===== config.mk =====
export PLATFORM = sky130hd
export DESIGN_NAME = scan_seq_core
export DESIGN_NICKNAME = d
export VERILOG_FILES = /design/src/core/scan_seq_pkg.sv /design/src/core/scan_seq_core.sv
export SDC_FILE = /design/constraint.sdc
export NUM_CORES = 1
export LEC_CHECK = 0
export ABC_CLOCK_PERIOD_IN_PS = 18100
export BUFFER_PORTS_ARGS = -buffer_cell sky130_fd_sc_hd__buf_2
export CELL_PAD_IN_SITES_DETAIL_PLACEMENT = 2
export CELL_PAD_IN_SITES_GLOBAL_PLACEMENT = 2
export CORE_MARGIN = 2
export CORE_UTILIZATION = 41
export CTS_CLUSTER_DIAMETER = 30
export DETAILED_ROUTE_END_ITERATION = 16
export GPL_TIMING_DRIVEN = 0
export PLACE_DENSITY_LB_ADDON = 0.1
export SKIP_CTS_REPAIR_TIMING = 1
export SLEW_MARGIN = 40
export SYNTH_ARGS = -nofsm -noshare
export SYNTH_HDL_FRONTEND = slang
export SYNTH_SLANG_ARGS = --single-unit

===== constraint.sdc =====
create_clock -name SYS_CLK -period 18.1 [get_ports SYS_CLK]
set_input_delay 2.715 -clock SYS_CLK [delete_from_list [all_inputs] [get_ports SYS_CLK]]
set_output_delay 2.715 -clock SYS_CLK [all_outputs]
set_load 0.005 [all_outputs]

===== src/core/scan_seq_pkg.sv =====
package scan_seq_pkg;
  // clock and derived timing
  localparam int unsigned CLK_HZ = 25_000_000;
  localparam int unsigned SCAN_PERIOD_US = 1000;
  localparam int unsigned SCAN_CYC = CLK_HZ / 1_000_000 * SCAN_PERIOD_US;
  localparam int unsigned TICK_PERIOD_MS = 100;
  localparam int unsigned TICK_CYC = CLK_HZ / 1000 * TICK_PERIOD_MS;
  // decimal counter limits
  localparam int CW = 14;
  localparam logic [CW-1:0] DEC_MAX = 14'h270F;
  localparam logic [3:0] PRESCALE_MAX = 4'h9;
  localparam logic [5:0] SEC_MAX = 6'h3B;
  localparam logic [5:0] MIN_MAX = 6'h3B;
  localparam logic [4:0] HOUR_MAX = 5'h17;
  // time-set selector codes
  localparam logic [1:0] SEL_SEC = 2'h1;
  localparam logic [1:0] SEL_MIN = 2'h2;
  localparam logic [1:0] SEL_HOUR = 2'h3;
  // drum step table: bit 0 is output 20, bit 7 is output 27
  localparam int DRUM_STEPS = 6;
  localparam logic [DRUM_STEPS-1:0][7:0] DRUM_PATTERN = {
    8'h00, 8'hFD, 8'h47, 8'h6E, 8'h90, 8'h76};
  // step dwell presets in tenths of a second
  localparam logic [DRUM_STEPS-1:0][CW-1:0] DRUM_PRESET = {
    14'h000A, 14'h000A, 14'h000A, 14'h000A, 14'h000A, 14'h000A};

  typedef enum logic [5:0] {
    STEP1 = 6'h01, STEP2 = 6'h02, STEP3 = 6'h04,
    STEP4 = 6'h08, STEP5 = 6'h10, STEP6 = 6'h20
  } drum_step_t;

  typedef struct packed {
    logic run_mode;
    logic oper_reset;
    logic oneshot_in;
    logic toggle_in;
    logic count_in;
    logic count_clr;
    logic accum_en;
    logic accum_clr;
    logic set_btn;
    logic [1:0] set_sel;
    logic [DRUM_STEPS-1:0] drum_event;
  } field_in_t;

  typedef struct packed {
    logic [CW-1:0] hi;
    logic [CW-1:0] lo;
  } cascade_t;

  typedef struct packed {
    logic [4:0] hour;
    logic [5:0] min;
    logic [5:0] sec;
  } tod_t;
endpackage : scan_seq_pkg


===== src/core/scan_seq_core.sv =====
// Summary of operation
// one-shot output stays on for exactly one scan, then turns off
// one-shot fires on rising input change; falling variant on on-to-off change
// toggle output inverts on each off-to-on input change, holds otherwise
// drum advances only when step event is on and step timer is done
// each drum step drives its fixed pattern onto outputs 20 to 27
// one counter tops at 9999; cascaded low counter resets at 10,000 counts
// low counter holds four low digits, high counter next four
// first-scan pulse only on first scan after power-up or entering run
// first-scan latches hold flag; hold gates off critical outputs
// only operator reset pushbutton clears hold flag, releasing outputs
// internal tick pulses every 0.1 s, 10 Hz
// cumulative timer counts ticks in tenths while enabled, cascaded
// cumulative timer keeps its count while enable is off
// prescaler turns 0.1 s ticks into one pulse per second
// chained seconds, minutes, hours counters form a 24-hour clock
// operator picks hours, minutes or seconds with a 3-position selector
// each change press steps the selected time counter once
// seconds and minutes wrap 59 to 0 with carry; hours wrap 23 to 0
// all counters, latches and drum step update once per scan
`timescale 1ns/1ps
module scan_seq_core #(
  parameter int unsigned SCAN_CYC = scan_seq_pkg::SCAN_CYC,
  parameter int unsigned TICK_CYC = scan_seq_pkg::TICK_CYC
) (
  // clock and reset
  input wire logic SYS_CLK,
  input wire logic RST_N,
  // field inputs and pushbuttons
  input wire scan_seq_pkg::field_in_t FIELD_IN,
  input wire logic [1:0] CRIT_REQ,
  // output devices and monitors
  output logic ONESHOT_RISE,
  output logic ONESHOT_FALL,
  output logic TOGGLE_OUT,
  output logic [7:0] DRUM_OUT,
  output scan_seq_pkg::drum_step_t DRUM_STEP,
  output scan_seq_pkg::cascade_t EVENT_COUNT,
  output scan_seq_pkg::cascade_t ACCUM_TIME,
  output scan_seq_pkg::tod_t TIME_OF_DAY,
  output logic FIRST_SCAN,
  output logic HOLD_FLAG,
  output logic [1:0] CRIT_OUT,
  output logic TICK_10HZ
);
  localparam int NIN = $bits(scan_seq_pkg::field_in_t);

  // reset release synchroniser
  logic rst_a_r, rst_n_r;
  always_ff @(posedge SYS_CLK or negedge RST_N) begin
    if (!RST_N) begin
      rst_a_r <= 1'b0;
      rst_n_r <= 1'b0;
    end else begin
      rst_a_r <= 1'b1;
      rst_n_r <= rst_a_r;
    end
  end

  // pin synchronisers: a change counts once stages two and three agree
  logic [NIN-1:0] s1_r, s2_r, s3_r, flt_r, flt_nxt;
  genvar g;
  generate
    for (g = 0; g < NIN; g++) begin : g_sync
      always_comb begin
        flt_nxt[g] = (s2_r[g] == s3_r[g]) ? s3_r[g] : flt_r[g];
      end
    end
  endgenerate
  always_ff @(posedge SYS_CLK or negedge rst_n_r) begin
    if (!rst_n_r) begin
      s1_r <= '0;
      s2_r <= '0;
      s3_r <= '0;
      flt_r <= '0;
    end else begin
      s1_r <= FIELD_IN;
      s2_r <= s1_r;
      s3_r <= s2_r;
      flt_r <= flt_nxt;
    end
  end
  scan_seq_pkg::field_in_t fin;
  assign fin = scan_seq_pkg::field_in_t'(flt_r);

  // scan and tick dividers; a tick is held pending until the next scan sees it
  logic [31:0] scan_cnt_r, scan_cnt_nxt, tick_cnt_r, tick_cnt_nxt;
  logic scan_en, tick_en, tick_pend_r, tick_pend_nxt;
  always_comb begin
    scan_en = (scan_cnt_r == SCAN_CYC - 1);
    tick_en = (tick_cnt_r == TICK_CYC - 1);
    scan_cnt_nxt = scan_en ? 32'h0 : scan_cnt_r + 32'h1;
    tick_cnt_nxt = tick_en ? 32'h0 : tick_cnt_r + 32'h1;
    tick_pend_nxt = tick_en | (tick_pend_r & ~scan_en);
  end
  always_ff @(posedge SYS_CLK or negedge rst_n_r) begin
    if (!rst_n_r) begin
      scan_cnt_r <= 32'h0;
      tick_cnt_r <= 32'h0;
      tick_pend_r <= 1'b0;
    end else begin
      scan_cnt_r <= scan_cnt_nxt;
      tick_cnt_r <= tick_cnt_nxt;
      tick_pend_r <= tick_pend_nxt;
    end
  end

  function automatic scan_seq_pkg::cascade_t cascade_inc(input scan_seq_pkg::cascade_t c);
    scan_seq_pkg::cascade_t r;
    r = c;
    if (c.lo == scan_seq_pkg::DEC_MAX) begin
      r.lo = '0;
      if (c.hi != scan_seq_pkg::DEC_MAX) begin
        r.hi = c.hi + 14'h1;
      end
    end else begin
      r.lo = c.lo + 14'h1;
    end
    return r;
  endfunction : cascade_inc

  // scan-rate state
  scan_seq_pkg::field_in_t prev_r, prev_nxt;
  logic first_pend_r, first_pend_nxt, run_prev_r, run_prev_nxt;
  logic first_r, first_nxt, hold_r, hold_nxt, tick_r, tick_nxt;
  logic rise_r, rise_nxt, fall_r, fall_nxt, tog_r, tog_nxt;
  logic [1:0] crit_r, crit_nxt;
  logic [3:0] pre_r, pre_nxt;
  logic [scan_seq_pkg::CW-1:0] dwell_r, dwell_nxt;
  scan_seq_pkg::drum_step_t step_r, step_nxt;
  scan_seq_pkg::cascade_t cnt_r, cnt_nxt, acc_r, acc_nxt;
  scan_seq_pkg::tod_t tod_r, tod_nxt;
  logic [2:0] idx;
  logic [7:0] drum_r, drum_nxt;
  logic ev_done, sec_pulse, set_press, tick_now;
  always_comb begin
    prev_nxt = prev_r;
    first_pend_nxt = first_pend_r;
    run_prev_nxt = run_prev_r;
    first_nxt = first_r;
    hold_nxt = hold_r;
    tick_nxt = tick_r;
    rise_nxt = rise_r;
    fall_nxt = fall_r;
    tog_nxt = tog_r;
    crit_nxt = crit_r;
    pre_nxt = pre_r;
    dwell_nxt = dwell_r;
    step_nxt = step_r;
    cnt_nxt = cnt_r;
    acc_nxt = acc_r;
    tod_nxt = tod_r;
    sec_pulse = 1'b0;
    tick_now = tick_pend_r;
    set_press = fin.set_btn & ~prev_r.set_btn;
    unique case (step_r)
      scan_seq_pkg::STEP1: idx = 3'h0;
      scan_seq_pkg::STEP2: idx = 3'h1;
      scan_seq_pkg::STEP3: idx = 3'h2;
      scan_seq_pkg::STEP4: idx = 3'h3;
      scan_seq_pkg::STEP5: idx = 3'h4;
      default: idx = 3'h5;
    endcase
    ev_done = fin.drum_event[idx] & (dwell_r >= scan_seq_pkg::DRUM_PRESET[idx]);
    drum_nxt = scan_seq_pkg::DRUM_PATTERN[idx];
    // entering run mode arms a new first scan
    if (fin.run_mode & ~run_prev_r) begin
      first_pend_nxt = 1'b1;
    end
    if (scan_en) begin
      prev_nxt = fin;
      run_prev_nxt = fin.run_mode;
      tick_nxt = tick_now;
      rise_nxt = fin.oneshot_in & ~prev_r.oneshot_in;
      fall_nxt = ~fin.oneshot_in & prev_r.oneshot_in;
      if (fin.toggle_in & ~prev_r.toggle_in) begin
        tog_nxt = ~tog_r;
      end
      first_nxt = first_pend_r & fin.run_mode;
      // hold latch: first scan sets, pushbutton clears, set wins
      if (first_nxt) begin
        first_pend_nxt = 1'b0;
        hold_nxt = 1'b1;
      end else if (fin.oper_reset) begin
        hold_nxt = 1'b0;
      end
      crit_nxt = CRIT_REQ & {2{~hold_nxt}};
      // event/time drum
      if (ev_done) begin
        dwell_nxt = '0;
        unique case (step_r)
          scan_seq_pkg::STEP1: step_nxt = scan_seq_pkg::STEP2;
          scan_seq_pkg::STEP2: step_nxt = scan_seq_pkg::STEP3;
          scan_seq_pkg::STEP3: step_nxt = scan_seq_pkg::STEP4;
          scan_seq_pkg::STEP4: step_nxt = scan_seq_pkg::STEP5;
          scan_seq_pkg::STEP5: step_nxt = scan_seq_pkg::STEP6;
          default: step_nxt = scan_seq_pkg::STEP1;
        endcase
      end else if (tick_now && dwell_r != scan_seq_pkg::DEC_MAX) begin
        dwell_nxt = dwell_r + 14'h1;
      end
      // cascaded event counter
      if (fin.count_clr) begin
        cnt_nxt = '0;
      end else if (fin.count_in & ~prev_r.count_in) begin
        cnt_nxt = cascade_inc(cnt_r);
      end
      // cumulative timer keeps its count while disabled
      if (fin.accum_clr) begin
        acc_nxt = '0;
      end else if (fin.accum_en && tick_now) begin
        acc_nxt = cascade_inc(acc_r);
      end
      // time-of-day clock
      if (tick_now) begin
        sec_pulse = (pre_r == scan_seq_pkg::PRESCALE_MAX);
        pre_nxt = sec_pulse ? 4'h0 : pre_r + 4'h1;
      end
      if (sec_pulse) begin
        if (tod_r.sec == scan_seq_pkg::SEC_MAX) begin
          tod_nxt.sec = '0;
          if (tod_r.min == scan_seq_pkg::MIN_MAX) begin
            tod_nxt.min = '0;
            tod_nxt.hour = (tod_r.hour == scan_seq_pkg::HOUR_MAX) ? 5'h0 : tod_r.hour + 5'h1;
          end else begin
            tod_nxt.min = tod_r.min + 6'h1;
          end
        end else begin
          tod_nxt.sec = tod_r.sec + 6'h1;
        end
      end
      // manual set: one step per press, no carry
      if (set_press) begin
        unique case (fin.set_sel)
          scan_seq_pkg::SEL_SEC: tod_nxt.sec =
            (tod_r.sec == scan_seq_pkg::SEC_MAX) ? 6'h0 : tod_r.sec + 6'h1;
          scan_seq_pkg::SEL_MIN: tod_nxt.min =
            (tod_r.min == scan_seq_pkg::MIN_MAX) ? 6'h0 : tod_r.min + 6'h1;
          scan_seq_pkg::SEL_HOUR: tod_nxt.hour =
            (tod_r.hour == scan_seq_pkg::HOUR_MAX) ? 5'h0 : tod_r.hour + 5'h1;
          default: ;
        endcase
      end
    end
  end

  always_ff @(posedge SYS_CLK or negedge rst_n_r) begin
    if (!rst_n_r) begin
      prev_r <= '0;
      first_pend_r <= 1'b1;
      run_prev_r <= 1'b0;
      first_r <= 1'b0;
      hold_r <= 1'b0;
      tick_r <= 1'b0;
      rise_r <= 1'b0;
      fall_r <= 1'b0;
      tog_r <= 1'b0;
      crit_r <= 2'h0;
      pre_r <= 4'h0;
      dwell_r <= '0;
      step_r <= scan_seq_pkg::STEP1;
      cnt_r <= '0;
      acc_r <= '0;
      tod_r <= '0;
      drum_r <= 8'h00;
    end else begin
      prev_r <= prev_nxt;
      first_pend_r <= first_pend_nxt;
      run_prev_r <= run_prev_nxt;
      first_r <= first_nxt;
      hold_r <= hold_nxt;
      tick_r <= tick_nxt;
      rise_r <= rise_nxt;
      fall_r <= fall_nxt;
      tog_r <= tog_nxt;
      crit_r <= crit_nxt;
      pre_r <= pre_nxt;
      dwell_r <= dwell_nxt;
      step_r <= step_nxt;
      cnt_r <= cnt_nxt;
      acc_r <= acc_nxt;
      tod_r <= tod_nxt;
      drum_r <= drum_nxt;
    end
  end

  assign ONESHOT_RISE = rise_r;
  assign ONESHOT_FALL = fall_r;
  assign TOGGLE_OUT = tog_r;
  assign DRUM_OUT = drum_r;
  assign DRUM_STEP = step_r;
  assign EVENT_COUNT = cnt_r;
  assign ACCUM_TIME = acc_r;
  assign TIME_OF_DAY = tod_r;
  assign FIRST_SCAN = first_r;
  assign HOLD_FLAG = hold_r;
  assign CRIT_OUT = crit_r;
  assign TICK_10HZ = tick_r;
endmodule : scan_seq_core


## Word-level counts from Yosys, hierarchy flattened

Memory sizes are Yosys's and may differ from the RTL's. A register that Yosys moved wholly into a read port is not among the register bits.
Index checks and enable logic that the tools add are counted.

- Add/subtract/negate cells: 11
- Order comparisons: 2
- Equality and inequality tests: 36
- Multiplexer cells: 38
- Bitwise logic cells: 20
- Reduce and logical (&&, ||, !) cells: 18

Operators with widths:

| cell | number |
|---|---|
| two-way mux 14 bit | 9 |
| two-way mux 28 bit | 4 |
| adder 14 x 1 -> 14 bit, second input constant | 5 |
| adder 32 x 1 -> 32 bit, second input constant | 2 |
| two-way mux 32 bit | 2 |
| != test 14 bit, second input constant | 3 |
| two-way mux 17 bit | 2 |
| equality test 32 x 15 -> 1 bit, second input constant | 1 |
| equality test 32 x 22 -> 1 bit, second input constant | 1 |
| one-hot mux 6 bit (5 select lines) | 1 |
| equality test 14 bit, second input constant | 2 |
| two-way mux 6 bit | 4 |
| equality test 1 bit | 17 |
| two-way mux 5 bit | 3 |
| one-hot mux 3 bit (5 select lines) | 1 |
| greater-or-equal comparator 14 bit | 1 |
| nonzero test 2 bit | 7 |
| adder 6 x 1 -> 6 bit, second input constant | 2 |
| equality test 6 bit, second input constant | 2 |
| AND reduction 2 bit | 6 |
| two-way mux 11 bit | 1 |
| bitwise AND 1 bit | 9 |
| two-way mux 1 bit | 9 |
| NOT 1 bit | 9 |
| other kinds (19) | 22 |

- Bits in registers: 246
- Memory bits (read-only): 176
- Output and inout port bits: 95
- Memories kept: 2

Memories:

| memory | depth | width | rd ports | clocked after memory_dff | write ports | line | source |
|---|---|---|---|---|---|---|---|
| (name not given) | 8 | 14 | 1 | 0 | 0 | scan_seq_core.sv:164 | `ev_done = fin.drum_event[idx] & (dwell_r >= scan_seq_pkg::DRUM_PRESET[idx]);` |
| (name not given) | 8 | 8 | 1 | 1 | 0 | scan_seq_core.sv:165 | `drum_nxt = scan_seq_pkg::DRUM_PATTERN[idx];` |

## Longest topological paths before layout

- Depth in word-level cells: 8
- Depth in mapped cells: 9

## Least setup slack after synthesis

No wires, ideal clock.

- Kind: register -> output
- Start: register step_r[0] (netlist: DRUM_STEP[0])
- End: output DRUM_STEP[0]
- Arrival: 0.534 ns
- Path slack: 14.851 ns
- Stages on the path, launching flop included: 1
- Cells stage by stage: dfstp_2

RTL lines:

| what | line | source |
|---|---|---|
| from (decl) | scan_seq_core.sv:130 | `scan_seq_pkg::drum_step_t step_r, step_nxt;` |
| from (signal assigned) | scan_seq_core.sv:261 | `step_r <= scan_seq_pkg::STEP1;` |
| from (signal assigned) | scan_seq_core.sv:279 | `step_r <= step_nxt;` |
| to (decl) | scan_seq_core.sv:37 | `output scan_seq_pkg::drum_step_t DRUM_STEP,` |

No word-level cell between the ends.

## Final worst setup path

- Start: register step_r[0] (netlist: DRUM_STEP[0])
- End: output DRUM_STEP[0]

No word-level cell between the ends.

==> results.ini <==
[global_route]
grt_overflow = 0
grt_pass1_vias = 11000
grt_start_max_net_pins = 41
grt_usage_pct = 29.2
grt_pass1_wl_um = 64800
antenna_found_initial = 0

[critical_path]
crit_buf_inv = 1
arrival_ps = 1270
cp_slowest_stage_delay_ps = 580
crit_chain = buf_2
path_delay_family = flip-flops
worstSetupPathType = reg -> out
worstPathRequired_ps = 15390
crit_path_max_fanout = 5
worst_path_max_delay_cell = dfstp_2
cp-start-kind = flip-flop
end_kind = output pin

[finish]
seqCellArea_mm2 = 0.00634
multiInputGateArea_mm2 = 0.00467
n_antenna_cell = 0
post-route-util_pct = 54.4
layout.nets = 1276
syn2layout_area_growth_pct = 30.7
fill_cells = 2646
fin_area_mm2 = 0.0146
drive_above_1_share_pct = 21.1

[detailed_routing]
wirelength_um = 40300
drc = 0
wl_per_cell_um = 24.6
drtAntennaViolNets = 0
drtIter0Drc = 439
post_drt_via_cell_ratio = 5.72
drt_first_pass_iters = 4
vias = 9362

[timing]
relSlewSlack_pct = 43.0
post-route-min-period_ps = 3980
rsz0062_at_grt = false
setup_ws_ps = 14120
finalHoldViolCount = 0
period_share_pct = 22.0
timing.fmax_mhz = 251
clock_skew_ps = 22.1
setup_tns_ps = 0
drv_slew = 0
max_slew.worst_pin.slew_ps = 843
setup_viol = 0

[yosys]
synthFlopType = dfrtp_1
yosysSeqAreaShare_pct = 56.6
async_flop_share_pct = 100
ys_ff_latch = 253
ys_warn_count = 0
syn-instance-count = 1054
ys_types = 72
synth-edff-count = 0
synth_area_mm2 = 0.0112
synth_nets = 1086
avgSynthCellArea_um2 = 10.6

[clocking]
cts_made_buffers = 66
cts_tree = yes
htree_num_levels = 3
cts_root_buffer = clkbuf_16
clk_latency_ps = 560
cts.sink_count = 253
clk_path_buf_depth = 3
path_clk_slew_ps = 50

[power]
ir_worst_vdd_mv = 0.0752
p_per_area_mw_per_mm2 = 125
power.leakage_nw = 6.95
totalPowerFinal_mw = 1.83

[flow_run]
cap_violations = 0

[worst_hold_path]
hold_path_class = reg -> async

[place]
hpwl_um = 21200
gp_congestion = 0.795
io_buffers = 115
place_area_mm2 = 0.0123
dp_slack_ps = 14710

[floorplan]
core_mm2 = 0.0269
io_pins = 116
die_h_um = 169
num_rows = 60
dieArea_mm2 = 0.0286
die_x_um = 169
start_util_pct = 41.6

[status]
status = finished, final reports clean

[placed cells by master (no fill, tap or decap), types with 18 or more instances in the layout]
| cell type | Yosys | final |
|---|---|---|
| nor2_1 | 100 | 100 |
| clkbuf_1 | 18 | 28 |
| clkbuf_16 | 0 | 68 |
| nand3_1 | 63 | 63 |
| xor2_1 | 50 | 50 |
| buf_2 | 6 | 121 |
| nand2_1 | 131 | 131 |
| inv_1 | 18 | 18 |
| xnor2_1 | 39 | 39 |
| and3_1 | 30 | 30 |
| nor3_1 | 25 | 25 |
| nand4_1 | 28 | 28 |
| dfrtp_1 | 251 | 250 |
| o21ai_0 | 63 | 63 |
[final cells by class]
| class | instances | share of cell area (%) |
|---|---|---|
| sequential | 253 | 43.4 |
| multi-input combinational | 756 | 31.9 |
| clock buffer | 87 | 12.7 |
| timing repair buffer | 122 | 4.90 |
| tap | 341 | 2.92 |
| clock inverter | 33 | 2.85 |
| buffer | 27 | 0.822 |
| inverter | 18 | 0.462 |
[layer usage]
metal / track usage (%) / up-vias / wire length, um
li1: - / 4133 / -
met1: 33.3 / 4839 / 15600
met2: 53.2 / 256 / 21500
met3: 5.15 / 134 / 1540
met4: 13.6 / 0 / 1630
met5: 0 / - / 0
[cell families after synthesis]
family                     after synthesis  share of synthesized area [%]
DFF                                    253                           56.6
xor gates and xnor gates                90                           7.12
adders and majority gates               28                           2.75
muxes                                   15                           1.48
other                                    1                         0.0335
buffers and inverters                   45                           1.68
AOI/OAI and AO/OA                      149                           8.63
and+or+nand+nor                        473                           21.7
[cells in the mapped netlist, types with 12 or more instances]
library cell | count | area (um2)
maj3_1 | 17 | 170
nor2b_1 | 12 | 75.1
xor2_1 | 50 | 438
nand4_1 | 28 | 175
xnor2_1 | 39 | 342
nand3_1 | 63 | 315
clkbuf_1 | 18 | 67.6
nand2_1 | 131 | 492
o31ai_1 | 15 | 113
and3_1 | 30 | 188
inv_1 | 18 | 67.6
dfrtp_1 | 251 | 6280
o21ai_0 | 63 | 315
o21ai_1 | 12 | 60.1
nor2_1 | 100 | 375
nor3_1 | 25 | 125
nor4_1 | 12 | 75.1
[worst register-to-register path: cells and delay by family (launching register included)]
family,cells,cell delay [ps]
AND/OR/NAND/NOR,5,2500
flip-flops,1,440
XOR/XNOR,1,310
[worst paths after layout]
check,startpoint,end,slack (ps),depth (start not counted)
setup / recovery,DRUM_STEP[0],DRUM_STEP[0],14120,1
hold / removal,rst_n_r,ACCUM_TIME[23],170,0
setup reg to reg,scan_cnt_r[4],EVENT_COUNT[19],14680,6
hold reg to reg,rst_n_r,ACCUM_TIME[23],170,0
max in group asynchronous,RST_N,rst_n_r,16050,1
min in group SYS_CLK,s1_r[4],s2_r[4],350,0
[flip-flops by register name, summed over array words and instances (netlist names), 2 cells and up]
signal / cells
tick_cnt_r: 32
TIME_OF_DAY: 17
scan_cnt_r: 32
DRUM_STEP: 6
pre_r: 4
EVENT_COUNT: 28
fin: 17
CRIT_OUT: 2
s2_r: 17
ACCUM_TIME: 28
prev_r: 4
s3_r: 17
DRUM_OUT: 7
dwell_r: 14
s1_r: 17
[per-stage QoR]
| step | instances | hold WS [ps] |
|---|---|---|
| after global routing | 1637 | 183 |
| after CTS | 1637 | 174 |
| final | 1637 | 168 |
| after global placement | 1510 | 332 |
| after detailed placement | 1517 | 177 |
| after floorplan | 1054 | 331 |
[report_power, final]
group	internal, mW	leakage, nW	total, mW	switching (mW)
clock	0.826	1.11	1.21	0.384
combinational	0.0108	2.49	0.0351	0.0242
sequential	0.577	3.35	0.585	0.00796
Power figures use the tool's default switching activity.
